<file path="src/hw/cit_pkg.sv">
// Purpose: constants and types for the instruction timing table and address decoder
// Assumes: one instruction clock; opcode classes are presented already decoded
// Notes:   flag field order is {carry, half_carry, zero, negative}
// How it works
// - all ports, peripheral and core registers live in data space, not acc or pc.
// - data 0x00-0x3F selects scratch RAM, 0x40-0x7F the data nonvolatile array.
// - data 0x80-0x9F, 0xB8-0xBA, 0xD0-0xFF are reserved, only the reserved select set.
// - program 0x800-0xBF5 selects the code nonvolatile array.
// - vectors as byte pairs at 0xFF6, 0xFF8, 0xFFA, 0xFFC; 0xFFE-0xFFF reserved.
// - index pointer high/low at 0xBE/0xBF, stack pointer 0xCE, status 0xCF.
// - second timer reload B 0xA7/8, reload A 0xAA/B, counter 0xAC/D, control 0xAE.
// - add-with-carry 1/1 pointer, 2/3 indexed, 2/2 direct or immediate; C,H,Z,N.
// - add, and, or, xor share those counts and update only zero and negative.
// - subtract-with-carry shares those counts and updates C,H,Z,N.
// - clear 1/1 on index (Z), 1/1 accumulator and 2/1 memory (C,H,Z,N).
// - inc/dec 1/1 on index (Z), 1/1 accumulator, 2/2 memory (Z,N).
// - compare-skip 2/3 indexed, 1/1 pointer, 2/2 direct or immediate, 3/3 memory or pointer imm.
// - bit-test skips 1/1 on accumulator or pointer, 2/2 on direct memory, no flags.
// - skip on carry or no carry take 1 byte, 1 cycle, no flags.
// - set-bit and reset-bit 1/2 pointer, 2/2 direct; update zero and negative.
// - set/reset carry 1/1 C,H; invert 1/1 C; load bit 2/2 C; store bit 2/2 Z,N.
// - rotates through carry 1/1 accumulator, 2/2 memory; update C,Z,N.
// - long jump 3/4 abs, 2/3 indexed; short jump 1/1; call 3/5 and 2/5; no flags.
// - return, interrupt return and software interrupt take 1 byte, 5 cycles.
// - load 2/2 acc, 2/3 indexed, 1/1 pointer, 3/3 memory forms; store as acc forms.
// - no-operation takes 1 byte, 1 cycle, no flag change.

package cit_pkg;

   // operation classes
   typedef enum logic [4:0] {
      CIT_OP_ADC, CIT_OP_ADD, CIT_OP_AND, CIT_OP_OR, CIT_OP_XOR, CIT_OP_SUBTRACT_WITH_CARRY,
      CIT_OP_CLEAR, CIT_OP_INC, CIT_OP_DEC, CIT_OP_CMP_SKIP, CIT_OP_BIT_SKIP,
      CIT_OP_CARRY_SKIP, CIT_OP_SET_BIT, CIT_OP_SET_CARRY, CIT_OP_INV_CARRY,
      CIT_OP_LOAD_BIT, CIT_OP_STORE_BIT, CIT_OP_ROTATE, CIT_OP_LONG_JUMP,
      CIT_OP_SHORT_JUMP, CIT_OP_CALL, CIT_OP_RETURN, CIT_OP_LOAD, CIT_OP_STORE,
      CIT_OP_NOP
   } cit_op_t;

   // operand forms
   typedef enum logic [3:0] {
      CIT_FM_POINTER, CIT_FM_INDEXED, CIT_FM_DIRECT, CIT_FM_IMMEDIATE,
      CIT_FM_ACC, CIT_FM_INDEX_REG, CIT_FM_MEMORY, CIT_FM_MEM_IMM,
      CIT_FM_PTR_IMM, CIT_FM_MEM_MEM, CIT_FM_ABSOLUTE, CIT_FM_INHERENT
   } cit_form_t;

   typedef struct packed {
      logic carry;
      logic half_carry;
      logic zero;
      logic negative;
   } cit_flags_t;

   typedef struct packed {
      logic [1:0] bytes;
      logic [2:0] cycles;
      cit_flags_t touch;
   } cit_timing_t;

   typedef struct packed {
      logic       valid;
      logic       write;
      logic [7:0] addr;
   } cit_data_req_t;

   typedef struct packed {
      logic ram;
      logic data_nv;
      logic periph;
      logic core_reg;
      logic reserved;
   } cit_data_sel_t;

   typedef struct packed {
      logic       code_nv;
      logic       vector;
      logic [1:0] vector_id;
      logic       vector_hi;
      logic       reserved;
   } cit_prog_sel_t;

   localparam logic [3:0] CIT_FLAG_NONE = 4'h0;
   localparam logic [3:0] CIT_FLAG_CHZN = 4'hF;
   localparam logic [3:0] CIT_FLAG_ZN   = 4'h3;
   localparam logic [3:0] CIT_FLAG_Z    = 4'h2;
   localparam logic [3:0] CIT_FLAG_CH   = 4'hC;
   localparam logic [3:0] CIT_FLAG_C    = 4'h8;
   localparam logic [3:0] CIT_FLAG_CZN  = 4'hB;

   // data space map
   localparam logic [7:0] CIT_RAM_LO       = 8'h00;
   localparam logic [7:0] CIT_RAM_HI       = 8'h3F;
   localparam logic [7:0] CIT_DNV_LO       = 8'h40;
   localparam logic [7:0] CIT_DNV_HI       = 8'h7F;
   localparam logic [7:0] CIT_RSV0_LO      = 8'h80;
   localparam logic [7:0] CIT_RSV0_HI      = 8'h9F;
   localparam logic [7:0] CIT_RSV1_LO      = 8'hB8;
   localparam logic [7:0] CIT_RSV1_HI      = 8'hBA;
   localparam logic [7:0] CIT_RSV2_LO      = 8'hD0;
   localparam logic [7:0] CIT_RELOAD_B_LOW = 8'hA7;
   localparam logic [7:0] CIT_RELOAD_B_HI  = 8'hA8;
   localparam logic [7:0] CIT_RELOAD_A_LOW = 8'hAA;
   localparam logic [7:0] CIT_RELOAD_A_HI  = 8'hAB;
   localparam logic [7:0] CIT_COUNTER_LOW  = 8'hAC;
   localparam logic [7:0] CIT_COUNTER_HI   = 8'hAD;
   localparam logic [7:0] CIT_TIMER_CTRL   = 8'hAE;
   localparam logic [7:0] CIT_INDEX_HIGH   = 8'hBE;
   localparam logic [7:0] CIT_INDEX_LOW    = 8'hBF;
   localparam logic [7:0] CIT_STACK_PTR    = 8'hCE;
   localparam logic [7:0] CIT_CORE_STATUS  = 8'hCF;

   // program space map
   localparam logic [11:0] CIT_CODE_LO   = 12'h800;
   localparam logic [11:0] CIT_CODE_HI   = 12'hBF5;
   localparam logic [11:0] CIT_VEC_LO    = 12'hFF6;
   localparam logic [11:0] CIT_VEC_HI    = 12'hFFD;
   localparam logic [11:0] CIT_PRSV_LO   = 12'hFFE;

   localparam logic [7:0] CIT_REG_RESET = 8'h00;
   localparam logic [2:0] CIT_CYC_ONE   = 3'h1;

endpackage : cit_pkg

</file>
<file path="src/hw/cit_core_timing.sv">
// Purpose: instruction length/cycle/flag table, sequencer and data/program decode
// Assumes: decoded op and form arrive with issue; the core register file is local
// Notes:   the timing table is combinational; sequencing, outputs and registers are flopped
`timescale 1ns/1ps
`default_nettype none

module cit_core_timing
   import cit_pkg::*;
(
   input  wire logic          ref_clk,        // instruction clock, 125 MHz
   input  wire logic          reset_n,        // synchronous, active low
   input  wire logic          issue,          // new instruction ready to start
   input  var  cit_op_t       op,             // decoded operation class
   input  var  cit_form_t     form,           // decoded operand form
   input  var  cit_flags_t    alu_flags,      // flag results from the datapath
   input  var  cit_data_req_t data_req,       // data space access
   input  wire logic [7:0]    data_wdata,     // data write value
   input  wire logic          prog_valid,     // program space fetch strobe
   input  wire logic [11:0]   prog_addr,      // program space address
   output logic               fetch_ready,    // next instruction may be fetched
   output logic [1:0]         instr_bytes,    // length of instruction in progress
   output logic [2:0]         instr_cycles,   // cycle count of instruction in progress
   output logic               illegal_form,   // op/form pair not in the table
   output cit_flags_t         flags,          // current condition flags
   output cit_data_sel_t      data_sel,       // registered data block select
   output logic [7:0]         data_rdata,     // core register read data
   output cit_prog_sel_t      prog_sel,       // registered program block select
   output logic [7:0]         index_high,     // index pointer high byte
   output logic [7:0]         index_low,      // index pointer low byte
   output logic [7:0]         stack_ptr       // stack pointer
);

   typedef struct packed {
      logic          busy;
      logic [2:0]    remain;
      logic [1:0]    bytes;
      logic [2:0]    cycles;
      logic          illegal;
      cit_flags_t    touch;
      cit_flags_t    flags;
      logic [7:0]    idx_hi;
      logic [7:0]    idx_lo;
      logic [7:0]    sp;
      logic [7:0]    status_hi;
      cit_data_sel_t dsel;
      logic [7:0]    rdata;
      cit_prog_sel_t psel;
   } cit_state_t;

   cit_state_t  state;
   cit_state_t  next_state;
   cit_timing_t tim;
   logic        tim_ok;

   // timing lookup: bytes, cycles, flags touched per op and form
   always_comb
   begin
      tim    = '{bytes: 2'd1, cycles: 3'd1, touch: CIT_FLAG_NONE};
      tim_ok = 1'b1;
      case (op)
         CIT_OP_ADC, CIT_OP_ADD, CIT_OP_AND, CIT_OP_OR, CIT_OP_XOR, CIT_OP_SUBTRACT_WITH_CARRY:
         begin
            // carry-aware ops touch all four; logic ops only zero/negative
            tim.touch = (op == CIT_OP_ADC || op == CIT_OP_SUBTRACT_WITH_CARRY) ? CIT_FLAG_CHZN
                                                                : CIT_FLAG_ZN;
            case (form)
               CIT_FM_POINTER:   tim = '{2'd1, 3'd1, tim.touch};
               CIT_FM_INDEXED:   tim = '{2'd2, 3'd3, tim.touch};
               CIT_FM_DIRECT,
               CIT_FM_IMMEDIATE: tim = '{2'd2, 3'd2, tim.touch};
               default:          tim_ok = 1'b0;
            endcase
         end
         CIT_OP_CLEAR:
            case (form)
               CIT_FM_INDEX_REG: tim = '{2'd1, 3'd1, CIT_FLAG_Z};
               CIT_FM_ACC:       tim = '{2'd1, 3'd1, CIT_FLAG_CHZN};
               CIT_FM_MEMORY:    tim = '{2'd2, 3'd1, CIT_FLAG_CHZN};
               default:          tim_ok = 1'b0;
            endcase
         CIT_OP_INC, CIT_OP_DEC:
            case (form)
               CIT_FM_INDEX_REG: tim = '{2'd1, 3'd1, CIT_FLAG_Z};
               CIT_FM_ACC:       tim = '{2'd1, 3'd1, CIT_FLAG_ZN};
               CIT_FM_MEMORY:    tim = '{2'd2, 3'd2, CIT_FLAG_ZN};
               default:          tim_ok = 1'b0;
            endcase
         CIT_OP_CMP_SKIP:
            case (form)
               CIT_FM_INDEXED:   tim = '{2'd2, 3'd3, CIT_FLAG_NONE};
               CIT_FM_POINTER:   tim = '{2'd1, 3'd1, CIT_FLAG_NONE};
               CIT_FM_DIRECT,
               CIT_FM_IMMEDIATE: tim = '{2'd2, 3'd2, CIT_FLAG_NONE};
               CIT_FM_MEM_IMM,
               CIT_FM_PTR_IMM:   tim = '{2'd3, 3'd3, CIT_FLAG_NONE};
               default:          tim_ok = 1'b0;
            endcase
         CIT_OP_BIT_SKIP:
            case (form)
               CIT_FM_ACC,
               CIT_FM_POINTER:   tim = '{2'd1, 3'd1, CIT_FLAG_NONE};
               CIT_FM_DIRECT:    tim = '{2'd2, 3'd2, CIT_FLAG_NONE};
               default:          tim_ok = 1'b0;
            endcase
         CIT_OP_CARRY_SKIP: tim = '{2'd1, 3'd1, CIT_FLAG_NONE};
         CIT_OP_SET_BIT:
            case (form)
               CIT_FM_POINTER:   tim = '{2'd1, 3'd2, CIT_FLAG_ZN};
               CIT_FM_DIRECT:    tim = '{2'd2, 3'd2, CIT_FLAG_ZN};
               default:          tim_ok = 1'b0;
            endcase
         CIT_OP_SET_CARRY:  tim = '{2'd1, 3'd1, CIT_FLAG_CH};
         CIT_OP_INV_CARRY:  tim = '{2'd1, 3'd1, CIT_FLAG_C};
         CIT_OP_LOAD_BIT:   tim = '{2'd2, 3'd2, CIT_FLAG_C};
         CIT_OP_STORE_BIT:  tim = '{2'd2, 3'd2, CIT_FLAG_ZN};
         CIT_OP_ROTATE:
            case (form)
               CIT_FM_ACC:       tim = '{2'd1, 3'd1, CIT_FLAG_CZN};
               CIT_FM_MEMORY:    tim = '{2'd2, 3'd2, CIT_FLAG_CZN};
               default:          tim_ok = 1'b0;
            endcase
         CIT_OP_LONG_JUMP:
            case (form)
               CIT_FM_ABSOLUTE:  tim = '{2'd3, 3'd4, CIT_FLAG_NONE};
               CIT_FM_INDEXED:   tim = '{2'd2, 3'd3, CIT_FLAG_NONE};
               default:          tim_ok = 1'b0;
            endcase
         CIT_OP_SHORT_JUMP: tim = '{2'd1, 3'd1, CIT_FLAG_NONE};
         CIT_OP_CALL:
            case (form)
               CIT_FM_ABSOLUTE:  tim = '{2'd3, 3'd5, CIT_FLAG_NONE};
               CIT_FM_INDEXED:   tim = '{2'd2, 3'd5, CIT_FLAG_NONE};
               default:          tim_ok = 1'b0;
            endcase
         CIT_OP_RETURN:     tim = '{2'd1, 3'd5, CIT_FLAG_NONE};
         CIT_OP_LOAD, CIT_OP_STORE:
            case (form)
               CIT_FM_DIRECT,
               CIT_FM_IMMEDIATE: tim = '{2'd2, 3'd2, CIT_FLAG_NONE};
               CIT_FM_INDEXED:   tim = '{2'd2, 3'd3, CIT_FLAG_NONE};
               CIT_FM_POINTER:   tim = '{2'd1, 3'd1, CIT_FLAG_NONE};
               CIT_FM_MEM_IMM,
               CIT_FM_MEM_MEM,
               CIT_FM_PTR_IMM:   tim = '{2'd3, 3'd3, CIT_FLAG_NONE};
               default:          tim_ok = 1'b0;
            endcase
         CIT_OP_NOP:        tim = '{2'd1, 3'd1, CIT_FLAG_NONE};
         default:           tim_ok = 1'b0;
      endcase
      // stores have no immediate or three-byte forms
      if (op == CIT_OP_STORE && (form == CIT_FM_IMMEDIATE || form == CIT_FM_MEM_IMM ||
          form == CIT_FM_MEM_MEM || form == CIT_FM_PTR_IMM))
         tim_ok = 1'b0;
   end

   // sequencer, flag merge, core registers and decode
   always_comb
   begin
      next_state = state;
      // instruction sequencing: a new issue is only taken when idle
      if (!state.busy)
      begin
         if (issue)
         begin
            next_state.bytes   = tim.bytes;
            next_state.cycles  = tim.cycles;
            next_state.touch   = tim_ok ? tim.touch : CIT_FLAG_NONE;
            next_state.illegal = !tim_ok;
            next_state.remain  = tim.cycles - CIT_CYC_ONE;
            next_state.busy    = (tim.cycles != CIT_CYC_ONE);
            if (tim.cycles == CIT_CYC_ONE && tim_ok)
               next_state.flags = (state.flags & ~tim.touch) | (alu_flags & tim.touch);
         end
      end
      else
      begin
         next_state.remain = state.remain - CIT_CYC_ONE;
         if (state.remain == CIT_CYC_ONE)
         begin
            next_state.busy  = 1'b0;
            // flags land in the last cycle; untouched flags hold
            next_state.flags = (state.flags & ~state.touch) | (alu_flags & state.touch);
         end
      end

      // data space decode, one cycle after the request
      next_state.dsel  = '0;
      next_state.rdata = CIT_REG_RESET;
      if (data_req.valid)
      begin
         if (data_req.addr <= CIT_RAM_HI)
            next_state.dsel.ram = 1'b1;
         else if (data_req.addr >= CIT_DNV_LO && data_req.addr <= CIT_DNV_HI)
            next_state.dsel.data_nv = 1'b1;
         else if ((data_req.addr >= CIT_RSV0_LO && data_req.addr <= CIT_RSV0_HI) ||
                  (data_req.addr >= CIT_RSV1_LO && data_req.addr <= CIT_RSV1_HI) ||
                  data_req.addr >= CIT_RSV2_LO)
            next_state.dsel.reserved = 1'b1;
         else if (data_req.addr == CIT_INDEX_HIGH || data_req.addr == CIT_INDEX_LOW ||
                  data_req.addr == CIT_STACK_PTR || data_req.addr == CIT_CORE_STATUS)
            next_state.dsel.core_reg = 1'b1;
         else
            next_state.dsel.periph = 1'b1;
         // core registers; acc and pc have no address here
         case (data_req.addr)
            CIT_INDEX_HIGH:
               if (data_req.write) next_state.idx_hi = data_wdata;
               else next_state.rdata = state.idx_hi;
            CIT_INDEX_LOW:
               if (data_req.write) next_state.idx_lo = data_wdata;
               else next_state.rdata = state.idx_lo;
            CIT_STACK_PTR:
               if (data_req.write) next_state.sp = data_wdata;
               else next_state.rdata = state.sp;
            CIT_CORE_STATUS:
               if (data_req.write)
               begin
                  next_state.status_hi = {data_wdata[7:4], 4'h0};
                  next_state.flags     = data_wdata[3:0];
               end
               else
                  next_state.rdata = {state.status_hi[7:4], state.flags};
            default: next_state.rdata = CIT_REG_RESET;
         endcase
      end

      // program space decode
      next_state.psel = '0;
      if (prog_valid)
      begin
         if (prog_addr >= CIT_CODE_LO && prog_addr <= CIT_CODE_HI)
            next_state.psel.code_nv = 1'b1;
         else if (prog_addr >= CIT_VEC_LO && prog_addr <= CIT_VEC_HI)
         begin
            // pairs: 0xFF6 first timer ... 0xFFC software, low bit picks the byte
            next_state.psel.vector    = 1'b1;
            next_state.psel.vector_id = 2'((prog_addr - CIT_VEC_LO) >> 1);
            next_state.psel.vector_hi = prog_addr[0];
         end
         else if (prog_addr >= CIT_PRSV_LO)
            next_state.psel.reserved = 1'b1;
         else
            next_state.psel.reserved = 1'b1;
      end

      if (!reset_n)
      begin
         next_state = '0;
      end
   end

   always_ff @(posedge ref_clk)
   begin
      state <= next_state;
   end

   assign fetch_ready  = !state.busy;
   assign instr_bytes  = state.bytes;
   assign instr_cycles = state.cycles;
   assign illegal_form = state.illegal;
   assign flags        = state.flags;
   assign data_sel     = state.dsel;
   assign data_rdata   = state.rdata;
   assign prog_sel     = state.psel;
   assign index_high   = state.idx_hi;
   assign index_low    = state.idx_lo;
   assign stack_ptr    = state.sp;

endmodule // cit_core_timing

`default_nettype wire

</file>
<file path="config.mk">
export PLATFORM = sky130hd
export DESIGN_NAME = cit_core_timing
export DESIGN_NICKNAME = d
export VERILOG_FILES = /design/src/hw/cit_pkg.sv /design/src/hw/cit_core_timing.sv
export SDC_FILE = /design/constraint.sdc
export NUM_CORES = 1
export LEC_CHECK = 0
export ABC_CLOCK_PERIOD_IN_PS = 3500
export BUFFER_PORTS_ARGS = -buffer_cell sky130_fd_sc_hd__buf_2
export CAP_MARGIN = 20
export CORE_UTILIZATION = 50
export CTS_BUF_LIST = sky130_fd_sc_hd__clkbuf_2
export DETAILED_ROUTE_END_ITERATION = 10
export PLACE_DENSITY = 0.75
export SYNTH_ARGS = -nofsm -noshare
export SYNTH_HDL_FRONTEND = slang
export SYNTH_SLANG_ARGS = --single-unit
</file>
<file path="constraint.sdc">
create_clock -name ref_clk -period 3.5 [get_ports ref_clk]
set_input_delay 0.7 -clock ref_clk [delete_from_list [all_inputs] [get_ports ref_clk]]
set_output_delay 0.7 -clock ref_clk [all_outputs]
set_load 0.01 [all_outputs]
</file>
**After elaboration in Yosys (flattened, before gate mapping)**

Index checks and enable logic that the tools add are counted.

- Bits in registers: 65
- Bits of input ports: 47
- Word-level logic and storage cells: 203

- $add $sub $neg: 3
- $lt $le $gt $ge: 12
- Equal/unequal tests: 41
- Multiplexer cells: 56
- Bitwise gates (word level): 13
- Reduce and logical (&&, ||, !) cells: 50

Operators with widths:

| cell | number |
|---|---|
| $pmux 9 s15 | 1 |
| $pmux 9 s3 | 4 |
| $mux 8 | 12 |
| $pmux 9 s2 | 5 |
| $mux 49 | 1 |
| $eq 5x5->1 const B | 9 |
| $eq 5x4->1 const B | 8 |
| $mux 4 | 10 |
| $eq 8x8->1 const B | 4 |
| $pmux 8 s4 | 1 |
| $ge 12x12->1 const B | 2 |
| $ge 8x8->1 const B | 3 |
| $le 12x12->1 const B | 2 |
| $eq 5x3->1 const B | 4 |
| $mux 18 | 1 |
| $reduce_or 3->1 | 6 |
| $mux 1 | 17 |
| $and 4x4->4 | 4 |
| $eq 4x3->1 const B | 4 |
| $le 8x8->1 const B | 2 |
| $reduce_or 2->1 | 8 |
| $eq 4x4->1 const B | 3 |
| $reduce_and 3->1 | 4 |
| $reduce_or 4->1 | 3 |
| other kinds (29) | 57 |

**Longest topological paths before layout**

Gate-level depths: netlist of the first run.

- Word-level depth: 14
- Depth in mapped cells: 14
- Gate-level depth less buffers: 11

**Least setup slack after synthesis of the first run**

Ideal clock, no wire load.

- Path kind: input to register
- Start: in form[0]
- End: reg state (netlist bit flags[1])
- Library setup time: 0.122 ns
- Data arrival time: 3.181 ns
- Data required time: 3.378 ns
- Path slack: 0.197 ns
- Stages: 10
- Buffers on the path: 1
- Cells stage by stage: buf_4 -> or4bb_1 -> a32o_1 -> a221oi_1 -> o211ai_1 -> ha_1 -> nor2b_1 -> and3_1 -> and3_1 -> a311o_1

RTL lines:

| item | line | source |
|---|---|---|
| start: declaration | cit_core_timing.sv:14 | `input var cit_form_t form,` |
| end signal: assignment | cit_core_timing.sv:254 | `state <= next_state;` |
| end: declaration | cit_core_timing.sv:50 | `cit_state_t state;` |

==> metrics.txt, run 1 <==
clock sinks=65; Synth Register Bits=65; commonest cells after routing, fill and taps aside=buf_2, nand2_1, dfxtp_1, nor2_1, nor2b_1; ANT nets after route=0; Worst Path Max Fanout=5; GRT Overall Usage=0.255; worst skew pair latency=0.51 ns; vias in the first global route=3,714; NumNets Final=617; initial antenna violation count=0; total CTS buffers=9; Sw Pwr=0.000492 W; Starting Density=0.530; H-tree levels=3; Sw Share=0.319; cell accounting for the most synthesized area=dfxtp_1; CTS Root Cell=clkbuf_2; ys flop type=dfxtp_1; max_cap viols=0; die area=0.00873 mm²; startpoint types=primary input; Final Non-Filler Cells=672; # placed instances=656; placer's final routability congestion estimate=0.956; Inserted Diodes=0; CP delay by family, top=compound AO/OA/AOI/OAI gates; Max clock buf depth=2; number of flops mapped to enable cells by yosys=0; sequential-to-total area share from yosys stat=0.311; DP Wirelength=8050 µm; Final Max Tran Viols=0; routed vias=3,943; Net Count, Synth=575; Worst Skew=0.0293 ns; Area Growth Syn to Fin=8.02%; grt total ovfl=0; unrepaired setup endpoints after global routing=false; post-CTS setup buffer count=0; layout cells sized above 1=0.258; Resized Gates After CTS=0; Die Span X=93.4 µm; Layout Utilization=0.572; Sequential Power Share=0.504; count of cell types in the netlist=72; FP Rows=32; r2r setup slk=1.61 ns; IO Count=101; overall power consumption=0.00154 W; Port Buffers=100; DRT Pass-1 Iters=7; largest net degree at the start of global routing=54; CTS tree=yes; Die Y=93.4 µm; Critical Path End Type=register; Final min period=2.99 ns; critical path cell sequence=buf_2 > or4bb_1 > a32o_1 > a221oi_1 > o211ai_1 > ha_1 > nor2b_1 > and3_1 > and3_1 > a311o_1; Slew HR=0.457; endpoints failing setup=0; commonest non-fill, non-tap cell in the layout=buf_2; DRT iter0 DRCs=285; WP data required=3.90 ns; total negative slack=0 ns; Reg clk slew, reported paths=0.21 ns; routed length per instance=16.4 µm; Worst Hold Class=primary input to register; via/cell ratio=5.87; worst path arrival time=3.40 ns; power share of the clock group=0.308; Worst IR Drop VDD=0.000285 V; status=finished clean; Critical Path Max Stage Delay=0.61 ns; Final Hold Fails=0; CP Class=primary input to register; WP buf/inv=1; Ys Warns=0; Post-Syn Area=0.00418 mm²; fmax=0.334 GHz; cell internal pwr=0.00105 W; Post-Syn Instances=523; cts hold-fix bufs=0; DRC=0; Logic pwr share=0.188; period utilization=0.855; core area=0.00789 mm²; Pleak=1.87 nW; Worst Max-Slew Pin Slew=0.815 ns; first-pass GRT wire length=17,800 µm; CP max-delay cell=or4bb_1; Synth top area share=0.311; syn_area_per_cell=7.99 µm²; CP most frequent cell=and3_1; FFs w/ async S/R, synth=0; synth top area cells=dfxtp_1, buf_4, nand2_1; DRT Wirelength=11,000 µm; Pwr Density=342 mW/mm²
-- flip-flops by register name (all words and copies together) (netlist names), 4 cells and up --
| signal | cells |
|---|---|
| data_rdata | 8 |
| data_sel | 5 |
| flags | 4 |
| index_high | 8 |
| index_low | 8 |
| prog_sel | 6 |
| stack_ptr | 8 |
| state | 12 |
-- cells in the mapped netlist (all sizes together) (15+ instances only) --
| cell | instances |
|---|---|
| nand2 | 69 |
| a21oi | 21 |
| mux2i | 19 |
| nand3 | 21 |
| dfxtp | 65 |
| o21ai | 15 |
| clkbuf | 22 |
| buf | 67 |
| nor2b | 27 |
| nor2 | 31 |
| a21boi | 18 |
-- stage by stage --
stage | setup WS [ns] | cell area, µm² | hold slack, ns
after floorplan | 0.197 | 4180 | 0.431
after global routing | 0.399 | 4510 | 0.361
after detailed placement | 0.0235 | 4390 | 0.463
after CTS | 0.553 | 4510 | 0.358
after global placement | 0.0696 | 4390 | 0.438
final | 0.506 | 4510 | 0.388
-- worst reg2reg max path, cell delays in order, from the launching register on --
cell      delay (ns)
dfxtp_1         0.59
clkinv_1        0.32
nand2_1         0.43
nor2_1          0.08
and4_1          0.21
o31ai_1         0.20
-- logic make-up (layout without fill, tap and decap cells) --
| group | count (synthesis) | after routing | share of synthesized area |
|---|---|---|---|
| AND/OR/NAND/NOR | 209 | 209 | 0.260 |
| XOR/XNOR | 4 | 4 | 0.00838 |
| adder cells (fa/ha/maj) | 5 | 5 | 0.0150 |
| AO/OA/AOI/OAI | 119 | 119 | 0.209 |
| multiplexers | 21 | 21 | 0.0509 |
| flip-flops | 65 | 65 | 0.311 |
| buffers and inverters | 100 | 147 | 0.146 |
-- final timing paths --
check             depth (start not counted)              startpoint                     end
setup / recovery                         10                 form[0]     flags[1]$_SDFF_PN0_
hold / removal                            2             data_req[6]  data_sel[4]$_SDFF_PN0_
hold reg to reg                           2  state[25]$_SDFFE_PN0P_  state[25]$_SDFFE_PN0P_
setup reg to reg                          5    state[68]$_SDFF_PN0_     flags[3]$_SDFF_PN0_
-- area by class of cell --
class,instances,area [µm²]
Fill cell,751,3370
Inverter,11,41.3
Tap cell,102,128
Timing Repair Buffer,120,651
Clock inverter,7,80.1
Clock buffer,9,45.0
Multi-Input combinational cell,358,2270
Sequential cell,65,1300
-- power groups by stage --
| stage | combinational [W] | sequential (W) | clock, W |
|---|---|---|---|
| final | 0.000290 | 0.000777 | 0.000476 |
| after global routing | 0.000319 | 0.000780 | 0.000512 |
| after CTS | 0.000286 | 0.000777 | 0.000487 |
| after detailed placement | 0.000284 | 0.000792 | 0 |
| after global placement | 0.000282 | 0.000791 | 0 |
| after floorplan | 0.000202 | 0.000784 | 0 |
-- routing by layer --
metal  share of wire  up-vias  global-route usage  wire length, µm
met4           0.017        0              0.0872              192
li1                -     1914                   -                -
met5               0        -                   0                0
met1            0.44     1852               0.324             4890
met3           0.065       22              0.0504              716
met2            0.47      155               0.428             5230
Note: power is estimated with default switching activity, not from simulation.
==> run 2, diff against run 1 <==
- ABC_CLOCK_PERIOD_IN_PS: 3500 -> 2800
- clock period: 3.5 -> 2.8 ns (I/O delays scaled with it)
==> run 2 against run 1 <==
Effect of this change: first-iteration DRC count up 2.5%; final cell count grew 5.1%; clock power rose by 38%; global-route usage increased by 1.6 points; wire length rose by 5.2%; clock-buffer cell count grew 1; utilization up 4.0 points; combinational power up 42%; sequential share of layout area decreased by 1.9 points; sequential power up 25%; setup slack worse by 0.21 ns; highest routed layer unchanged.
==> metrics.txt, run 2 (same netlist as run 1, synthesis figures left out) <==
status=finished clean (unchanged); Final Non-Filler Cells=706 (was 672); Port Buffers=100 (unchanged); Final Hold Fails=0 (unchanged); Pwr Density=422 mW/mm² (was 342 mW/mm²); DP Wirelength=8730 µm (was 8050 µm); startpoint types=primary input (unchanged); Worst Path Max Fanout=5 (unchanged); Worst Hold Class=primary input to register (unchanged); IO Count=101 (unchanged); max reg flops=12 (unchanged); Pleak=2.06 nW (was 1.87 nW); FP Rows=32 (unchanged); routed length per instance=16.4 µm (about the same); H-tree levels=3 (unchanged); final instance area=0.00483 mm² (was 0.00451 mm²); commonest non-fill, non-tap cell in the layout=buf_2 (unchanged); CP Class=primary input to register (unchanged); Reg clk slew, reported paths=0.18 ns (was 0.21 ns); last element of the critical path=flags[1]$_SDFF_PN0_ (unchanged); routed vias=4,119 (was 3,943); die area=0.00873 mm² (unchanged); placement-stage worst setup slack=-0.196 ns (was 0.0235 ns); r2r setup slk=0.93 ns (was 1.61 ns); CP max-delay cell=or4bb_4 (was or4bb_1); R2R Path End=flags[3]$_SDFF_PN0_ (unchanged); period utilization=0.896; DRC=0 (unchanged); WP data required=3.20 ns (was 3.90 ns); Worst IR Drop VDD=0.000305 V (was 0.000285 V); Critical Path End Type=register (unchanged); Critical Path Max Stage Delay=0.58 ns (was 0.61 ns); Die Span X=93.4 µm (unchanged); Resized Gates After CTS=0 (unchanged); core area=0.00789 mm² (unchanged); largest net degree at the start of global routing=29 (was 54); layout cells sized above 1=0.310 (was 0.258); DRT Pass-1 Iters=5 (was 7); R2R cell count=5 (unchanged); CTS Root Cell=clkbuf_2 (unchanged); grt total ovfl=0 (unchanged); total CTS buffers=9 (unchanged); worst path arrival time=2.91 ns (was 3.40 ns); max_cap viols=0 (unchanged); NumNets Final=651 (was 617); vias in the first global route=3,706 (was 3,714); Slew HR=0.636 (was 0.457); Worst Skew=0.0262 ns (was 0.0293 ns); overall power consumption=0.00204 W (was 0.00154 W); Crit Reg-Reg Startpoint=state[68]$_SDFF_PN0_ (unchanged); Die Y=93.4 µm (unchanged); worst skew pair latency=0.51 ns (about the same); Final min period=2.51 ns; Starting Density=0.530 (unchanged); placed inst area=0.00469 mm² (was 0.00439 mm²); cts hold-fix bufs=0 (unchanged); WP buf/inv=1 (unchanged); Max clock buf depth=2 (unchanged); placer's final routability congestion estimate=0.907 (was 0.956); post-CTS setup buffer count=0 (unchanged); commonest cells after routing, fill and taps aside=buf_2, nand2_1, dfxtp_1, buf_4, nor2_1 (was buf_2, nand2_1, dfxtp_1, nor2_1, nor2b_1); hold slack=0.257 ns (was 0.388 ns); GRT Overall Usage=0.271 (was 0.255); PnR worst setup slack=0.292 ns (was 0.506 ns); initial antenna violation count=0 (unchanged); ANT nets after route=0 (unchanged); endpoints failing setup=0 (unchanged); critical path cell sequence=buf_2 > or4bb_4 > a32o_1 > a221oi_2 > o211ai_1 > ha_2 > nor2b_4 > and3_4 > and3_1 > a311o_1 (was buf_2 > or4bb_1 > a32o_1 > a221oi_1 > o211ai_1 > ha_1 > nor2b_1 > and3_1 > and3_1 > a311o_1); clock sinks=65 (unchanged); fmax=0.399 GHz; via/cell ratio=5.83 (was 5.87); CP delay by family, top=simple AND/OR/NAND/NOR gates (was compound AO/OA/AOI/OAI gates); Worst Max-Slew Pin Slew=0.532 ns (was 0.815 ns); Final Max Tran Viols=0 (unchanged); # placed instances=690 (was 656); CP startpoint=form[3] (was form[0]); unrepaired setup endpoints after global routing=false (unchanged); DRT iter0 DRCs=292 (was 285); number of cells on the critical path=10 (unchanged); Largest Register=state (unchanged); Inserted Diodes=0 (unchanged); DRT Wirelength=11,600 µm (was 11,000 µm); Area Growth Syn to Fin=15.6% (was 8.02%); first-pass GRT wire length=18,500 µm (was 17,800 µm); CTS tree=yes (unchanged)
run 2: power breakdown:
part	total, W	internal [W]	switching (W)
Combinational	0.000412	0.000184	0.000228
Sequential	0.000972	0.000950	0.0000215
Clock	0.000657	0.000301	0.000355
Total	0.00204	0.00144	0.000604
run 2: area by class of cell:
| class | count | area [µm²] |
|---|---|---|
| clock buffer | 10 | 50.0 |
| clock inverter | 6 | 92.6 |
| tap | 102 | 128 |
| inverter | 11 | 41.3 |
| multi-input combinational | 358 | 2300 |
| sequential | 65 | 1300 |
| fill | 724 | 3060 |
| timing repair buffer | 154 | 918 |
run 2: per-layer routing:
metal / up-vias / global-route usage / part of all wire
met5: - / 0 / 0
met4: 0 / 0.0756 / 0.014
met3: 19 / 0.0691 / 0.066
met2: 173 / 0.450 / 0.48
met1: 1948 / 0.347 / 0.44
li1: 1979 / - / -
run 2: through the flow:
stage                     utilization  setup TNS (ns)
after detailed placement        0.594          -0.668
after floorplan                     -          -0.149
after CTS                       0.612               0
final                           0.612               0
after global routing            0.612               0
after global placement          0.594          -0.447
run 2: worst min-delay path by stage:
| stage | from | end | slack, ns | cells past startpoint |
|---|---|---|---|---|
| floorplan | state[56]$_SDFFE_PN0P_ | state[56]$_SDFFE_PN0P_ | 0.43 | 2 |
| global placement | state[56]$_SDFFE_PN0P_ | state[56]$_SDFFE_PN0P_ | 0.44 | 2 |
| detailed placement | state[56]$_SDFFE_PN0P_ | state[56]$_SDFFE_PN0P_ | 0.44 | 2 |
| CTS | prog_addr[1] | prog_sel[2]$_SDFF_PP0_ | 0.23 | 2 |
| global route | prog_addr[1] | prog_sel[2]$_SDFF_PP0_ | 0.21 | 2 |
| finish | data_req[6] | data_sel[4]$_SDFF_PN0_ | 0.26 | 2 |
run 2: worst register-to-register path: cells and delay by family, from the launching register on:
family,cells,cell delay (ns)
AO/OA/AOI/OAI,1,0.20
buffers and inverters,1,0.32
flip-flops,1,0.58
AND/OR/NAND/NOR,3,0.69
==> run 3, diff against run 2 <==
- ABC_CLOCK_PERIOD_IN_PS: 2800 -> 2470
- clock period: 2.8 -> 2.47 ns (I/O delays scaled with it)
==> run 3 against run 2 <==
Effect of this change: die area unchanged; power is 15% higher; non-clock buffer count increased by 15; sequential power up 13%; first-iteration DRC count grew 30%; sequential cell count unchanged; sequential share of layout area down 0.67 points; global-route usage decreased by 0.45 points; hold slack got worse by 0.060 ns; utilization rose by 1.6 points; via count increased by 2.0%.
==> metrics.txt, run 3 (same netlist as run 1, synthesis figures left out) <==
status=finished clean (unchanged); cts hold-fix bufs=0 (unchanged); ANT nets after route=0 (unchanged); unrepaired setup endpoints after global routing=true (was false); hold slack=0.197 ns (was 0.257 ns); worst path arrival time=2.84 ns (was 2.91 ns); DRT iter0 DRCs=380 (was 292); DRT Pass-1 Iters=5 (unchanged); commonest non-fill, non-tap cell in the layout=buf_2 (unchanged); total CTS buffers=9 (unchanged); routed vias=4,203 (was 4,119); Reg clk slew, reported paths=0.21 ns (was 0.18 ns); total negative slack=0 ns (unchanged); via/cell ratio=5.83 (about the same); max reg flops=12 (unchanged); final instance area=0.00495 mm² (was 0.00483 mm²); Worst Path Max Fanout=5 (unchanged); layout cells sized above 1=0.333 (was 0.310); Slew HR=0.627 (was 0.636); first-pass GRT wire length=18,400 µm (was 18,500 µm); Pwr Density=474 mW/mm² (was 422 mW/mm²); Largest Register=state (unchanged); CP max-delay cell=or4bb_4 (unchanged); Area Growth Syn to Fin=18.6% (was 15.6%); clock sinks=65 (unchanged); CP Class=primary input to register (unchanged); Die Y=93.4 µm (unchanged); worst skew pair latency=0.49 ns (was 0.51 ns); number of cells on the critical path=10 (unchanged); Crit Reg-Reg Startpoint=state[66]$_SDFFE_PN0P_ (was state[68]$_SDFF_PN0_); r2r setup slk=0.62 ns (was 0.93 ns); H-tree levels=3 (unchanged); CTS Root Cell=clkbuf_2 (unchanged); period utilization=0.983; Worst Hold Class=primary input to register (unchanged); Die Span X=93.4 µm (unchanged); Worst Max-Slew Pin Slew=0.559 ns (was 0.532 ns); routed length per instance=16.2 µm (was 16.4 µm); Inserted Diodes=0 (unchanged); last element of the critical path=flags[1]$_SDFF_PN0_ (unchanged); largest net degree at the start of global routing=30 (was 29); Port Buffers=100 (unchanged); WP buf/inv=1 (unchanged); Worst Skew=0.0310 ns (was 0.0262 ns); length of routed met3 wiring=739 µm (was 760 µm); Max clock buf depth=2 (unchanged); max_cap viols=0 (unchanged); endpoints failing setup=0 (unchanged); critical path cell sequence=buf_6 > or4bb_4 > a32o_1 > a221oi_2 > o211ai_1 > ha_2 > nor2b_4 > and3_4 > and3_4 > a311o_1 (was buf_2 > or4bb_4 > a32o_1 > a221oi_2 > o211ai_1 > ha_2 > nor2b_4 > and3_4 > and3_1 > a311o_1); core area=0.00789 mm² (unchanged); Critical Path Max Stage Delay=0.58 ns (about the same); Worst IR Drop VDD=0.000309 V (was 0.000305 V); Final min period=2.43 ns; M1 WL=5200 µm (was 5140 µm); R2R cell count=8 (was 5); WP data required=2.88 ns (was 3.20 ns); Pleak=2.14 nW (was 2.06 nW); FP Rows=32 (unchanged); startpoint types=primary input (unchanged); max layer used=met4 (unchanged); IO Count=101 (unchanged); Final Max Tran Viols=0 (unchanged); routed wl met2=5600 µm (was 5530 µm); NumNets Final=666 (was 651); placer's final routability congestion estimate=0.888 (was 0.907); Starting Density=0.530 (unchanged); DRT Wirelength=11,700 µm (was 11,600 µm); CP delay by family, top=simple AND/OR/NAND/NOR gates (unchanged); vias in the first global route=3,743 (was 3,706); placed inst area=0.00478 mm² (was 0.00469 mm²); Final Hold Fails=0 (unchanged); Critical Path End Type=register (unchanged); R2R Path End=flags[1]$_SDFF_PN0_ (was flags[3]$_SDFF_PN0_); die area=0.00873 mm² (unchanged); CP most frequent cell=and3_4; GRT Overall Usage=0.266 (was 0.271); CTS tree=yes (unchanged); fmax=0.412 GHz; commonest cells after routing, fill and taps aside=buf_2, nand2_1, buf_4, dfxtp_1, nor2_1 (was buf_2, nand2_1, dfxtp_1, buf_4, nor2_1); DP Wirelength=8790 µm (was 8730 µm); DRC=0 (unchanged); grt total ovfl=0 (unchanged); initial antenna violation count=0 (unchanged); CP startpoint=form[0] (was form[3])
-- run 3: worst min-delay path by stage --
stage	cells past startpoint	to	from	slack (ns)
5_1_grt	2	data_sel[4]$_SDFF_PN0_	data_req[6]	0.14
3_5_place_dp	2	state[56]$_SDFFE_PN0P_	state[56]$_SDFFE_PN0P_	0.45
6_report	2	data_sel[4]$_SDFF_PN0_	data_req[6]	0.20
4_1_cts	2	data_sel[4]$_SDFF_PN0_	data_req[6]	0.16
2_1_floorplan	2	state[56]$_SDFFE_PN0P_	state[56]$_SDFFE_PN0P_	0.43
3_3_place_gp	2	state[56]$_SDFFE_PN0P_	state[56]$_SDFFE_PN0P_	0.44
-- run 3: routing by layer --
| layer | vias up | GRT usage |
|---|---|---|
| met5 | - | 0 |
| met4 | 0 | 0.0718 |
| met3 | 19 | 0.0447 |
| met2 | 175 | 0.443 |
| met1 | 1995 | 0.355 |
| li1 | 2014 | - |
-- run 3: worst reg2reg max path: stages, from the launching register on --
cell      delay [ns]
dfxtp_1         0.35
inv_1           0.07
ha_1            0.14
nor2b_1         0.37
nand2_1         0.13
mux2_2          0.28
nand3_1         0.08
a21boi_0        0.09
a311o_1         0.29
-- run 3: area by class of cell --
class / count / area (µm²)
Clock inverter: 6 / 91.3
Sequential cell: 65 / 1300
Clock buffer: 10 / 50.0
Timing Repair Buffer: 169 / 1020
Multi-Input combinational cell: 358 / 2320
Inverter: 11 / 41.3
Fill cell: 730 / 2930
Tap cell: 102 / 128
-- run 3: through the flow --
| step | worst slack, ns | power [W] | std cells | util |
|---|---|---|---|---|
| global placement | -0.440 | 0.00159 | 704 | 0.606 |
| detailed placement | -0.497 | 0.00160 | 704 | 0.606 |
| finish | 0.0413 | 0.00235 | 721 | 0.628 |
| floorplan | -0.330 | 0.00141 | 523 | - |
| CTS | 0.0443 | 0.00234 | 720 | 0.624 |
| global route | -0.0255 | 0.00245 | 721 | 0.628 |
-- run 3: timing repair --
item / in CTS / in global routing
setup endpoints to repair: 0 / 3
gates resized for setup: 0 / 6
buffers inserted: 0 / 1
-- run 3: report_power, final --
part / total, W / switching, W / internal (W)
logic: 0.000489 / 0.000264 / 0.000225
clock network: 0.000760 / 0.000414 / 0.000345
registers: 0.00110 / 0.0000248 / 0.00108
